<file path="config.mk">
export PLATFORM = sky130hd
export DESIGN_NAME = pin_remap_lock
export DESIGN_NICKNAME = d
export VERILOG_FILES = /design/src/rtl/pin_remap_pkg.sv /design/src/rtl/pin_remap_lock.sv
export SDC_FILE = /design/constraint.sdc
export NUM_CORES = 1
export LEC_CHECK = 0
export ABC_AREA = 1
export BUFFER_PORTS_ARGS = -buffer_cell sky130_fd_sc_hd__buf_2
export CAP_MARGIN = 10
export CORE_MARGIN = 2
export CORE_UTILIZATION = 52
export DETAILED_ROUTE_END_ITERATION = 6
export HOLD_SLACK_MARGIN = 0.15
export PLACE_DENSITY = 0.88
export SETUP_SLACK_MARGIN = 0.2
export SYNTH_ARGS = -nofsm -noshare
export SYNTH_HDL_FRONTEND = slang
export SYNTH_SLANG_ARGS = --single-unit
export TNS_END_PERCENT = 30
</file>
<file path="constraint.sdc">
create_clock -name I_SYS_CLK -period 6 [get_ports I_SYS_CLK]
set_input_delay 1.2 -clock I_SYS_CLK [delete_from_list [all_inputs] [get_ports I_SYS_CLK]]
set_output_delay 1.2 -clock I_SYS_CLK [all_outputs]
set_load 0.02 [all_outputs]
</file>
<file path="src/rtl/pin_remap_pkg.sv">
`default_nettype none
package pin_remap_pkg;

    // ----------------------------------------------------------------
    // Register byte offsets
    // ----------------------------------------------------------------
    localparam logic [7:0] OSC_CTRL_OFF   = 8'h00;
    localparam logic [7:0] OUT_MAP6_OFF   = 8'h04;
    localparam logic [7:0] OUT_MAP7_OFF   = 8'h08;
    localparam logic [7:0] IN_MAP0_OFF    = 8'h0C;
    localparam logic [7:0] IN_MAP1_OFF    = 8'h10;
    localparam logic [7:0] IRQ_STAT_OFF   = 8'h14;
    localparam logic [7:0] IRQ_EN_OFF     = 8'h18;
    localparam logic [7:0] IRQ_CLR_OFF    = 8'h1C;
    localparam logic [7:0] LOCK_CFG_OFF   = 8'h20;

    // ----------------------------------------------------------------
    // Fields and values
    // ----------------------------------------------------------------
    localparam int         LOCK_BIT       = 6;
    localparam logic [7:0] KEY_FIRST      = 8'h46;
    localparam logic [7:0] KEY_SECOND     = 8'h57;
    localparam logic [15:0] OUT_MAP_MASK  = 16'h3F3F;
    localparam logic [15:0] MAP_RESET     = 16'h0000;
    localparam int         SEL_W          = 6;
    localparam int         NUM_PINS       = 4;
    localparam int         NUM_VIRT       = 4;
    localparam logic       LOCK_RESET     = 1'b0;
    localparam int         IRQ_W          = 3;
    // Event bits
    localparam int         EV_MISMATCH    = 0;
    localparam int         EV_REFUSED     = 1;
    localparam int         EV_SEQ_ABORT   = 2;

    typedef enum logic [2:0]
    {
        KEY_IDLE = 3'b001,
        KEY_ONE  = 3'b010,
        KEY_TWO  = 3'b100
    } key_state_e;

endpackage : pin_remap_pkg
`default_nettype wire

</file>
<file path="src/rtl/pin_remap_lock.sv">
// Notes on behaviour
// - Four internal virtual pins act like remappable pins, without package pins.
// - A peripheral output on a virtual pin feeds inputs selecting that pin.
// - Map register writes while locked complete normally but change nothing.
// - Lock is bit 6 of oscillator control; one blocks map writes.
// - Lock holds its value until software changes it again or a device reset clears it.
// - Map registers are compared with shadows; mismatch requests a reset.
// - One-way mode refuses clearing the lock once set; unlock does nothing.
// - In one-way mode only device reset clears the lock.
// - One-way bit reads set when unprogrammed; cleared allows unlimited sessions.
// - Output map 6: bits 13-8 pin 13, bits 5-0 pin 12, reset zero.
// - Output map 7: bits 13-8 pin 15, bits 5-0 pin 14, reset zero.
// - Bits 15-14 and 7-6 of output maps ignore writes, read zero.
//
// Local design decisions: the address map and register access over AHB-Lite.
`timescale 1ns/10ps
`default_nettype none

module pin_remap_lock #(
    parameter int SEL_W    = pin_remap_pkg::SEL_W,
    parameter int NUM_VIRT = pin_remap_pkg::NUM_VIRT
) (
    input  wire logic                          I_SYS_CLK,
    input  wire logic                          I_RST_N,
    input  wire logic                          I_HSEL,
    input  wire logic [31:0]                   I_HADDR,
    input  wire logic [1:0]                    I_HTRANS,
    input  wire logic                          I_HWRITE,
    input  wire logic [2:0]                    I_HSIZE,
    input  wire logic [31:0]                   I_HWDATA,
    input  wire logic                          I_HREADY,
    output logic      [31:0]                   O_HRDATA,
    output logic                               O_HREADYOUT,
    output logic                               O_HRESP,
    input  wire logic                          I_ONE_WAY_CFG_N,
    input  wire logic [(1<<SEL_W)-1:0]         I_PERIPH_OUT,
    output logic      [3:0]                    O_PIN_OUT,
    output logic      [NUM_VIRT-1:0]           O_VIRT_PIN,
    output logic      [4*SEL_W-1:0]            O_IN_SELECT,
    output logic                               O_MISMATCH_RESET,
    output logic                               O_IRQ
);

    // ----------------------------------------------------------------
    // State
    // ----------------------------------------------------------------
    typedef struct packed {
        logic                          pend_wr;
        logic [7:0]                    pend_addr;
        logic [15:0]                   map6;
        logic [15:0]                   map7;
        logic [15:0]                   inmap0;
        logic [15:0]                   inmap1;
        logic [15:0]                   sh6;
        logic [15:0]                   sh7;
        logic [15:0]                   shi0;
        logic [15:0]                   shi1;
        logic                          lock;
        pin_remap_pkg::key_state_e     key;
        logic [pin_remap_pkg::IRQ_W-1:0] stat;
        logic [pin_remap_pkg::IRQ_W-1:0] en;
        logic                          mism;
        logic [31:0]                   rdata;
    } state_s;

    state_s st_r;
    state_s st_nxt;

    logic                              wr_now;
    logic [15:0]                       wd;
    logic                              map_hit;
    logic                              locked_eff;
    logic [pin_remap_pkg::IRQ_W-1:0]   ev;
    logic [15:0]                       in_mask;
    logic                              hit_osc;
    logic                              hit_map6;
    logic                              hit_map7;
    logic                              hit_in0;
    logic                              hit_in1;
    logic                              hit_en;
    logic                              hit_clr;
    logic                              diff6;
    logic                              diff7;
    logic                              diffi0;
    logic                              diffi1;

    // Unprogrammed fuse reads one, so one-way is active by default
    logic                              one_way;
    assign one_way = I_ONE_WAY_CFG_N;

    // ----------------------------------------------------------------
    // Write decode
    // ----------------------------------------------------------------
    // Only the low address byte is decoded, so the registers alias upward
    assign wr_now   = st_r.pend_wr;
    assign wd       = I_HWDATA[15:0];
    assign in_mask  = 16'({2'b00, {SEL_W{1'b1}}, 2'b00, {SEL_W{1'b1}}});
    assign hit_osc  = (st_r.pend_addr == pin_remap_pkg::OSC_CTRL_OFF);
    assign hit_map6 = (st_r.pend_addr == pin_remap_pkg::OUT_MAP6_OFF);
    assign hit_map7 = (st_r.pend_addr == pin_remap_pkg::OUT_MAP7_OFF);
    assign hit_in0  = (st_r.pend_addr == pin_remap_pkg::IN_MAP0_OFF);
    assign hit_in1  = (st_r.pend_addr == pin_remap_pkg::IN_MAP1_OFF);
    assign hit_en   = (st_r.pend_addr == pin_remap_pkg::IRQ_EN_OFF);
    assign hit_clr  = (st_r.pend_addr == pin_remap_pkg::IRQ_CLR_OFF);
    assign map_hit  = hit_map6 || hit_map7 || hit_in0 || hit_in1;
    assign locked_eff = st_r.lock;

    // ----------------------------------------------------------------
    // Shadow compare
    // ----------------------------------------------------------------
    // Shadows load the same masked value as the map, so a difference can
    // only come from a disturbed cell, never from software
    assign diff6  = (st_r.map6 != st_r.sh6);
    assign diff7  = (st_r.map7 != st_r.sh7);
    assign diffi0 = (st_r.inmap0 != st_r.shi0);
    assign diffi1 = (st_r.inmap1 != st_r.shi1);

    // ----------------------------------------------------------------
    // Next state
    // ----------------------------------------------------------------
    always_comb
    begin
        st_nxt = st_r;
        ev     = '0;
        // ----------------------------------------------------------------
        // Bus capture
        // ----------------------------------------------------------------
        // Address phase capture; zero wait states so every phase is taken
        st_nxt.pend_wr   = I_HSEL && I_HREADY && I_HTRANS[1] && I_HWRITE;
        st_nxt.pend_addr = I_HADDR[7:0];

        // ----------------------------------------------------------------
        // Key sequence and map writes
        // ----------------------------------------------------------------
        if (wr_now)
        begin
            if (hit_osc)
            begin
                unique case (st_r.key)
                    pin_remap_pkg::KEY_IDLE:
                    begin
                        if (wd[7:0] == pin_remap_pkg::KEY_FIRST)
                        begin
                            st_nxt.key = pin_remap_pkg::KEY_ONE;
                        end
                    end
                    pin_remap_pkg::KEY_ONE:
                    begin
                        if (wd[7:0] == pin_remap_pkg::KEY_SECOND)
                        begin
                            st_nxt.key = pin_remap_pkg::KEY_TWO;
                        end
                        else
                        begin
                            st_nxt.key = pin_remap_pkg::KEY_IDLE;
                            ev[pin_remap_pkg::EV_SEQ_ABORT] = 1'b1;
                        end
                    end
                    pin_remap_pkg::KEY_TWO:
                    begin
                        // Only a clear is refused in one-way mode; setting again is harmless
                        st_nxt.key = pin_remap_pkg::KEY_IDLE;
                        if (one_way && st_r.lock && !wd[pin_remap_pkg::LOCK_BIT])
                        begin
                            ev[pin_remap_pkg::EV_REFUSED] = 1'b1;
                        end
                        else
                        begin
                            st_nxt.lock = wd[pin_remap_pkg::LOCK_BIT];
                        end
                    end
                    default:
                    begin
                        st_nxt.key = pin_remap_pkg::KEY_IDLE;
                    end
                endcase
            end
            else
            begin
                if (st_r.key != pin_remap_pkg::KEY_IDLE)
                begin
                    st_nxt.key = pin_remap_pkg::KEY_IDLE;
                    ev[pin_remap_pkg::EV_SEQ_ABORT] = 1'b1;
                end
                // A refused write still ends OKAY, so software sees no fault
                if (map_hit && locked_eff)
                begin
                    ev[pin_remap_pkg::EV_REFUSED] = 1'b1;
                end
                else if (map_hit)
                begin
                    // Shadows follow every legal write so only disturbances differ
                    unique case (st_r.pend_addr)
                        pin_remap_pkg::OUT_MAP6_OFF:
                        begin
                            st_nxt.map6 = wd & pin_remap_pkg::OUT_MAP_MASK;
                            st_nxt.sh6  = wd & pin_remap_pkg::OUT_MAP_MASK;
                        end
                        pin_remap_pkg::OUT_MAP7_OFF:
                        begin
                            st_nxt.map7 = wd & pin_remap_pkg::OUT_MAP_MASK;
                            st_nxt.sh7  = wd & pin_remap_pkg::OUT_MAP_MASK;
                        end
                        pin_remap_pkg::IN_MAP0_OFF:
                        begin
                            st_nxt.inmap0 = wd & in_mask;
                            st_nxt.shi0   = wd & in_mask;
                        end
                        default:
                        begin
                            st_nxt.inmap1 = wd & in_mask;
                            st_nxt.shi1   = wd & in_mask;
                        end
                    endcase
                end
                if (hit_en)
                begin
                    st_nxt.en = wd[pin_remap_pkg::IRQ_W-1:0];
                end
            end
        end

        // ----------------------------------------------------------------
        // Shadow monitor
        // ----------------------------------------------------------------
        st_nxt.mism = diff6 || diff7 || diffi0 || diffi1;
        ev[pin_remap_pkg::EV_MISMATCH] = st_nxt.mism;

        // ----------------------------------------------------------------
        // Status flags
        // ----------------------------------------------------------------
        // Set wins over clear, so an event in the clearing cycle is not lost
        if (wr_now && hit_clr)
        begin
            st_nxt.stat = st_r.stat & ~wd[pin_remap_pkg::IRQ_W-1:0];
        end
        st_nxt.stat = st_nxt.stat | ev;

        // ----------------------------------------------------------------
        // Read data
        // ----------------------------------------------------------------
        // Registered at the address phase from next-state values, so a read
        // right behind a write already returns the new contents
        st_nxt.rdata = 32'h0000_0000;
        if (I_HSEL && I_HREADY && I_HTRANS[1] && !I_HWRITE)
        begin
            unique case (I_HADDR[7:0])
                pin_remap_pkg::OSC_CTRL_OFF:
                begin
                    st_nxt.rdata[pin_remap_pkg::LOCK_BIT] = st_nxt.lock;
                end
                pin_remap_pkg::OUT_MAP6_OFF:
                begin
                    st_nxt.rdata[15:0] = st_nxt.map6;
                end
                pin_remap_pkg::OUT_MAP7_OFF:
                begin
                    st_nxt.rdata[15:0] = st_nxt.map7;
                end
                pin_remap_pkg::IN_MAP0_OFF:
                begin
                    st_nxt.rdata[15:0] = st_nxt.inmap0;
                end
                pin_remap_pkg::IN_MAP1_OFF:
                begin
                    st_nxt.rdata[15:0] = st_nxt.inmap1;
                end
                pin_remap_pkg::IRQ_STAT_OFF:
                begin
                    st_nxt.rdata[pin_remap_pkg::IRQ_W-1:0] = st_nxt.stat;
                end
                pin_remap_pkg::IRQ_EN_OFF:
                begin
                    st_nxt.rdata[pin_remap_pkg::IRQ_W-1:0] = st_nxt.en;
                end
                pin_remap_pkg::LOCK_CFG_OFF:
                begin
                    st_nxt.rdata[0] = I_ONE_WAY_CFG_N;
                end
                default:
                begin
                    st_nxt.rdata = 32'h0000_0000;
                end
            endcase
        end
    end

    always_ff @(posedge I_SYS_CLK or negedge I_RST_N)
    begin
        if (!I_RST_N)
        begin
            st_r      <= '0;
            st_r.lock <= pin_remap_pkg::LOCK_RESET;
            st_r.key  <= pin_remap_pkg::KEY_IDLE;
            st_r.map6 <= pin_remap_pkg::MAP_RESET;
            st_r.sh6  <= pin_remap_pkg::MAP_RESET;
            st_r.map7 <= pin_remap_pkg::MAP_RESET;
            st_r.sh7  <= pin_remap_pkg::MAP_RESET;
        end
        else
        begin
            st_r <= st_nxt;
        end
    end

    // ----------------------------------------------------------------
    // Pin routing
    // ----------------------------------------------------------------
    // Selectors index peripheral outputs only, never virtual pins; virtual pins
    // are fed by selections 0..3 of output map 6/7 fields, giving a loop-free path
    logic [SEL_W-1:0] pin_sel [4];
    assign pin_sel[0] = st_r.map6[SEL_W-1:0];
    assign pin_sel[1] = st_r.map6[8+SEL_W-1:8];
    assign pin_sel[2] = st_r.map7[SEL_W-1:0];
    assign pin_sel[3] = st_r.map7[8+SEL_W-1:8];

    generate
        for (genvar g = 0; g < pin_remap_pkg::NUM_PINS; g++)
        begin : g_pin
            assign O_PIN_OUT[g] = I_PERIPH_OUT[pin_sel[g]];
        end
    endgenerate

    // ----------------------------------------------------------------
    // Virtual pins
    // ----------------------------------------------------------------
    // These never reach a pad; peripherals pick them up through O_IN_SELECT
    generate
        for (genvar v = 0; v < NUM_VIRT; v++)
        begin : g_virt
            // Internal pin: peripheral output chosen by the same-indexed field
            assign O_VIRT_PIN[v] = I_PERIPH_OUT[pin_sel[v % 4]];
        end
    endgenerate

    // ----------------------------------------------------------------
    // Outputs
    // ----------------------------------------------------------------
    // Mismatch is a level; the reset controller decides how long to act on it
    assign O_IN_SELECT      = {st_r.inmap1[8+SEL_W-1:8], st_r.inmap1[SEL_W-1:0],
                               st_r.inmap0[8+SEL_W-1:8], st_r.inmap0[SEL_W-1:0]};
    assign O_MISMATCH_RESET = st_r.mism;
    assign O_IRQ            = |(st_r.stat & st_r.en);
    assign O_HRDATA         = st_r.rdata;
    assign O_HREADYOUT      = 1'b1;
    assign O_HRESP          = 1'b0;

endmodule : pin_remap_lock

`default_nettype wire

</file>
; ---- After elaboration in Yosys (flattened, before gate mapping)
; Index checks and enable logic that the tools add are counted.
[classes]
magnitude_cmp = 4
n_bitwise = 7
shifts = 0
n_reduce_logical = 26
n_div = 0
n_addsub = 0
eq_ne = 24
multipliers = 0
n_mux = 46
[ops]
columns = op, n
row1 = $mux W128, 3
row2 = $mux W132, 1
row3 = $mux W16, 5
row4 = $ne A16 B14 Y1, 4
row5 = $mux W14, 4
row6 = $eq A8 B5 Y1 const B, 6
row7 = $pmux W9 S4, 1
row8 = $eq A8 B4 Y1 const B, 4
row9 = $lt A6 B7 Y1 const B, 4
row10 = $bmux W1 S6, 4
row11 = $mux W3, 8
row12 = $reduce_and A5 Y1, 4
row13 = $eq A8 B3 Y1 const B, 2
row14 = $eq A8 B7 Y1 const B, 2
row15 = $logic_not A8 Y1, 2
row16 = $mux W1, 13
row17 = $pmux W2 S6, 1
row18 = $pmux W3 S4, 1
row19 = $eq A8 B6 Y1 const B, 1
row20 = $logic_and A1 B1 Y1, 8
row21 = $pmux W1 S7, 1
row22 = $and A3 B3 Y3, 2
row23 = $logic_or A1 B1 Y1, 6
row24 = $pmux W3 S2, 1
row25 = other kinds (14), 19
[totals]
regBits = 164
memories = 0
rom_bits = 0
mem_bits_rw = 0
elab_cells = 123
latch_bits = 0
out_inout_bits = 68
in_bits = 139

; ---- Logic depth before layout (Yosys ltp)
; Gate-level depths: netlist of the first run.
[depth]
word_depth = 11
mapped_depth = 15
ltp_nobuf = 14

; ---- Least setup slack after synthesis of the first run
; Ideal clock, no wire load.
[synth_timing]
path_kind = input-to-output
start = input I_PERIPH_OUT[1]
end = output O_VIRT_PIN[3]
arrival_ps = 2118
setup_slack_ps = 2682
required_time_ps = 4800
n_path_buf = 1
stages = 9
path_cell_list = o21ai_0 > o22ai_1 > nand2_1 > nand2_1 > a21oi_1 > o21ai_0 > nand3_1 > nand2_1 > buf_4
[synth_between]
elab_chain_cells = 2
[synth_rtl]
columns = element, line_no
row1 = start: declaration, pin_remap_lock.sv:36  ; input wire logic [(1<<SEL_W)-1:0] I_PERIPH_OUT,
row2 = $bmux W1 S6, -
row3 = $mux W1, -
row4 = end: declaration, pin_remap_lock.sv:38  ; output logic [NUM_VIRT-1:0] O_VIRT_PIN,
; Every way passes these cells. The select of a mux whose other input is x is not followed.

; ---- Worst setup path in the final report of the first run
[layout_timing]
start = register st_r (netlist bit pin_sel[18])
end = output O_PIN_OUT[0]
[layout_between]
elab_chain_cells = 2
[layout_rtl]
columns = element, line_no
row1 = start: declaration, pin_remap_lock.sv:66  ; state_s st_r;
row2 = start signal: assignment, pin_remap_lock.sv:302  ; st_r <= st_nxt;
row3 = $bmux W1 S6, pin_remap_lock.sv:320  ; assign O_PIN_OUT[g] = I_PERIPH_OUT[pin_sel[g]];
row4 = $mux W1 (not written as such), pin_remap_lock.sv:320
row5 = end: declaration, pin_remap_lock.sv:37  ; output logic [3:0] O_PIN_OUT,
; Every way passes these cells. The select of a mux whose other input is x is not followed.

==> results.toml, run 1 <==
[layout]
nets = 1732
antenna_cells = 0
area_growth_pct = 9.71
multi_input_area_um2 = 5080
final_cell_mix = "nand2_1 (411), nor2_1 (235), o21ai_0 (225)"
layout_commonest_cell = "nand2_1"
fin_area_um2 = 11100
fillers = 1706
seq_area_um2 = 3700
drive_gt1_share_pct = 14.5

[sta]
hold_violations = 0
fmax_ghz = 0.228
final-setup-viol-count = 0
finalCriticalPeriod_ns = 4.39
finClkSkew_ns = 0.00974
tns_ns = 0
rsz0062_at_grt = "false"
max_slew_margin_pct = 20.6
whs_ns = 0.497
slew_viol_final = 0
worst_slew_pin_slew_ns = 1.19
period_share_pct = 73.2

[grt]
grt_pass1_vias = 10200
busiest_layer = "met2"
grt_first_pass_wirelength_um = 52500
grtUsageMet2_pct = 52.0
grt_use_total_pct = 32.9
antenna_found_initial = 0
grt_max_degree = 67
gr-total-overflow = 0
grt_use_met3_pct = 7.00
use_met1_pct = 40.6

[cts]
cts_tree = "built"
cts_setup_buffers = 0
cts.htree.levels = 4
clk_pin_slew_ns = 0.06
root_buffer = "clkbuf_16"
cts_made_buffers = 17
cts_resized = 0
cts_buffer_depth = 2
cts_hold_repair.buffers = 0
cts.sinks = 148
clock_latency_ns = 0.43

[routing]
drtIter0Drc = 1394
routed_wl_um = 33800
ant_nets = 0
drcViolationCount = 0
wl_per_cell_um = 18.1
vias = 11100
via_per_inst = 5.92
first_pass_iters = 6

[synth]
synth_seq_cells = 148
synth-edff-count = 0
netlist_instances = 1542
synth_area_um2 = 10100
synthArstFlopShare_pct = 100
yosysWarningCount = 0
syn_area_per_cell_um2 = 6.55
netlist_top_cells_area = "dfrtp_1 (36%), nand2_1 (15%), o21ai_0 (11%)"
ys_seq_area_share_pct = 36.7
synth_top_flop_cell = "dfrtp_1"
synth.largest_area_cell = "dfrtp_1"
synth_top_area_share_pct = 36.4
yosysUniqueCellTypes = 37

[min_path]
hp-start = "st_r[113]$_DFF_PN0_"
min_to = "st_r[113]$_DFF_PN0_"
min_path_type = "reg2reg"
whs_path_depth = 2

[power]
fin_total_pwr_uw = 2360
power.leakage_uw = 0.00573
vdd_drop_max_mv = 0.193
p_per_area_nw_per_um2 = 213

[place]
post-dp-hpwl_um = 23100
io_buffers = 142
gp_congestion = 0.977
place_area_um2 = 10500

[floorplan]
dieHeight_um = 143
num_rows = 50
design.core.area_um2 = 18900
die_w_um = 143
start_util_pct = 53.4
io_pins = 207
die_area_um2 = 20500

[critical_path]
worstPathArrival_ns = 3.19
endpoint_kind = "primary output"
r2r_slack_ns = 3.16
required_ns = 4.80
path_class = "reg2out"
timing.rr.end = "O_HRDATA[0]$_DFF_PN0_"
critPathLaunchType = "register"
worstPathMaxFanout = 34
reg2reg_from = "pin_sel[19]$_DFF_PN0_"
r2r_cells = 13

[outcome]
outcome = "completed"

[run]
max_cap_violations = 0
-- state kept, by name, indices dropped and copies added (netlist names) --
register,cells
st_r,81
O_IN_SELECT,24
pin_sel,24
O_HRDATA,16
O_MISMATCH_RESET,1
locked_eff,1
wr_now,1
-- worst max-delay path, stage by stage (launching register included) --
cell and delay (ns):
dfrtp_1 1.13, clkinv_1 0.28, buf_4 0.33, o21ai_0 0.21, o22ai_1 0.11, nand2_1 0.07
nand2_1 0.05, a21oi_1 0.10, o21ai_0 0.10, nand3_1 0.09, nand2_1 0.09, buf_2 0.17
-- final cells by class --
class	instances	share of cell area, %
clock buffer	18	3.97
clock inverter	14	1.51
inverter	158	5.36
multi-input combinational	1120	45.9
sequential	148	33.5
tap	260	2.94
timing repair buffer	148	6.88
-- per-stage QoR --
step / worst slack, ns / util (%) / std cells
3_5_place_dp: 2.16 / 55.4 / 1834
2_1_floorplan: 2.68 / - / 1558
3_3_place_gp: 2.17 / 55.4 / 1834
4_1_cts: 1.69 / 58.6 / 1866
5_1_grt: 1.36 / 58.6 / 1866
6_report: 1.61 / 58.6 / 1866
-- synthesized netlist by cell type, drive strengths merged, types with 11 or more instances --
master,number
nand4,12
nand3,57
o211ai,11
a21oi,23
o21ai,248
nor3,11
clkbuf,46
buf,86
nand2,414
nor2,243
o22ai,64
dfrtp,147
inv,155
-- power by group --
part           total (uW)  internal (uW)  switching (uW)
sequential           1030           1010            15.4
clock                1090            636             454
combinational         240           70.5             169
total                2360           1720             639
-- metal layers --
layer  vias up  share of wire [%]
met5         -                  0
met4         0                7.3
met3       217                 12
met2       867                 44
met1      4967                 37
li1       5000                  -
-- worst max path at each step --
stage	start	endpoint	slack [ns]	cells after the start
6_report	pin_sel[18]$_DFF_PN0_	O_PIN_OUT[0]	1.61	11
3_3_place_gp	pin_sel[12]$_DFF_PN0_	O_PIN_OUT[1]	2.17	11
5_1_grt	pin_sel[18]$_DFF_PN0_	O_PIN_OUT[0]	1.36	11
4_1_cts	pin_sel[18]$_DFF_PN0_	O_VIRT_PIN[0]	1.69	11
3_5_place_dp	pin_sel[18]$_DFF_PN0_	O_VIRT_PIN[0]	2.16	11
2_1_floorplan	I_PERIPH_OUT[1]	O_VIRT_PIN[3]	2.68	9
-- kinds of logic after synthesis --
logic type                Yosys count  synth area share [%]
AOI/OAI and AO/OA                 352                  19.0
xor gates and xnor gates            7                 0.607
buffers and inverters             290                  13.5
DFF                               148                  36.7
other                               2                0.0744
and+or+nand+nor                   743                  30.1
(Power assumes the default switching activity.)
==> run 2: changes to the inputs <==
==> constraint.sdc (replaced) <==
create_clock -name I_SYS_CLK -period 4.41 [get_ports I_SYS_CLK]
set_input_delay 0.882 -clock I_SYS_CLK [delete_from_list [all_inputs] [get_ports I_SYS_CLK]]
set_output_delay 0.882 -clock I_SYS_CLK [all_outputs]
set_load 0.02 [all_outputs]
==> run 2 against run 1 <==
Effect of this change:
- the flow now finishes with violations (design-rule violations)
- setup slack worse by 1.1 ns
- sequential share of layout area is 0.060 points lower
- design area is 0.18% higher
- power increased by 34%
- sequential power rose by 35%
- clock skew rose by 0.00053 ns
- cell count up 0.21%
- sequential cell count did not move
- non-clock buffer count grew 5
- die area is the same
- utilization grew 0.11 points
- critical path depth is 1 lower
- largest cell class unchanged
==> results.toml, run 2 (synthesized netlist as in run 1, its figures left out) <==
[floorplan]
io_pins = 207
start_util_pct = 53.4
die_area_um2 = 20500
num_rows = 50
dieHeight_um = 143
die_w_um = 143
design.core.area_um2 = 18900

[sta]
finClkSkew_ns = 0.0103
period_share_pct = 88.1
fmax_ghz = 0.257
hold_violations = 0
max_slew_margin_pct = 26.5
rsz0062_at_grt = "false"
slew_viol_final = 0
setup_slack_ns = 0.523
final-setup-viol-count = 0
tns_ns = 0
worst_slew_pin_slew_ns = 1.10
finalCriticalPeriod_ns = 3.89

[cts]
clock_latency_ns = 0.43
cts_tree = "built"
cts.htree.levels = 4
cts_setup_buffers = 0
cts_made_buffers = 17
clk_pin_slew_ns = 0.06
cts.sinks = 148
root_buffer = "clkbuf_16"
cts_buffer_depth = 2

[routing]
routed_wl_um = 33900
first_pass_iters = 7
drcViolationCount = 2
vias = 11000
wl_per_cell_um = 18.1
via_per_inst = 5.90
drtIter0Drc = 1342
ant_nets = 0

[power]
power.leakage_uw = 0.00574
vdd_drop_max_mv = 0.252
p_per_area_nw_per_um2 = 285

[layout]
largest_reg_flops = 81
fin_area_um2 = 11100
final_cell_mix = "nand2_1 (411), nor2_1 (235), o21ai_0 (225)"
layout_commonest_cell = "nand2_1"
antenna_cells = 0
drive_gt1_share_pct = 14.8
top_register = "st_r"
nets = 1737
layoutNonFillerInstCount = 1870
area_growth_pct = 9.90

[place]
dp_slack_ns = 1.13
gp_congestion = 0.937
io_buffers = 142
placed_cells = 1839
post-dp-hpwl_um = 23200
place_area_um2 = 10500

[critical_path]
cpMostUsedCell = "nand2_1"
critPathLaunchType = "register"
worstPathArrival_ns = 3.00
endpoint_kind = "primary output"
r2r_slack_ns = 1.64
slowest_stage = "inv_1"
max_stage_delay_ns = 0.69
path_class = "reg2out"
required_ns = 3.53
crit_chain = "inv_1 -> o21ai_0 -> o22ai_1 -> nand2_1 -> nand2_1 -> a21oi_1 -> o21ai_0 -> nand3_1 -> nand2_1 -> buf_2"
worstPathMaxFanout = 19

[outcome]
violations = "design-rule violations"
outcome = "finished, violations left"

[run]
max_cap_violations = 0

[min_path]
min_path_type = "reg2reg"

[grt]
gr-total-overflow = 0
grt_pass1_vias = 10300
grt_use_total_pct = 33.7
grt_first_pass_wirelength_um = 53400
antenna_found_initial = 0
grt_max_degree = 113
run 2: changes by cell type in the layout (fill, tap and decap cells not counted):
| cell | previous run | this run |
|---|---|---|
| buf_4 | 6 | 11 |
| clkinvlp_4 | 2 | 4 |
| inv_6 | 4 | 0 |
| clkbuf_8 | 1 | 2 |
| inv_1 | 135 | 134 |
| inv_8 | 2 | 0 |
| clkinv_2 | 0 | 3 |
run 2: area by class of cell:
type	count	area [um2]
Inverter	158	597
Fill cell	1770	7800
Tap cell	260	325
Clock inverter	12	133
Clock buffer	19	453
Timing Repair Buffer	153	800
Sequential cell	148	3700
Multi-Input combinational cell	1120	5080
run 2: stage by stage:
step / total power [uW] / utilization [%] / hold slack (ns)
after floorplan: 1580 / - / 0.446
after global placement: 1720 / 55.6 / 0.463
after detailed placement: 1730 / 55.6 / 0.471
after CTS: 3150 / 58.7 / 0.493
after global routing: 3260 / 58.7 / 0.513
final: 3160 / 58.7 / 0.493
run 2: path summary, 6_finish.rpt:
| kind | startpoint | end | cells past startpoint |
|---|---|---|---|
| min in group asynchronous | I_RST_N | st_r[137]$_DFF_PN0_ | 1 |
| setup / recovery | pin_sel[13]$_DFF_PN0_ | O_PIN_OUT[1] | 10 |
| hold / removal | st_r[114]$_DFF_PN0_ | st_r[114]$_DFF_PN0_ | 2 |
| max in group asynchronous | I_RST_N | st_r[48]$_DFFE_PN0P_ | 2 |
| setup reg to reg | pin_sel[13]$_DFF_PN0_ | O_HRDATA[0]$_DFF_PN0_ | 13 |
| hold reg to reg | st_r[114]$_DFF_PN0_ | st_r[114]$_DFF_PN0_ | 2 |
run 2: critical path, delay by kind of cell, from the launching register on:
kind,cells,cell delay (ns)
AO/OA/AOI/OAI,4,0.62
buffers and inverters,2,0.87
AND/OR/NAND/NOR,4,0.43
flip-flops,1,0.66
run 2: metal layers:
| layer | part of all wire (%) | vias up | global-route usage, % |
|---|---|---|---|
| met5 | 0 | - | 0 |
| met4 | 6.9 | 0 | 22.1 |
| met3 | 13 | 180 | 7.90 |
| met2 | 44 | 827 | 52.0 |
| met1 | 36 | 5010 | 42.4 |
| li1 | - | 5009 | - |
run 2: timing repair:
item | in CTS | in global routing
endpoints found under the setup margin | 0 | 2
gates resized for setup | 0 | 1
hold buffers | 0 | 0
run 2: where the power goes:
part / internal [uW] / total [uW] / switching, uW
clock network: 858 / 1430 / 576
registers: 1380 / 1390 / 17.8
logic: 96.4 / 330 / 234
total: 2330 / 3160 / 828
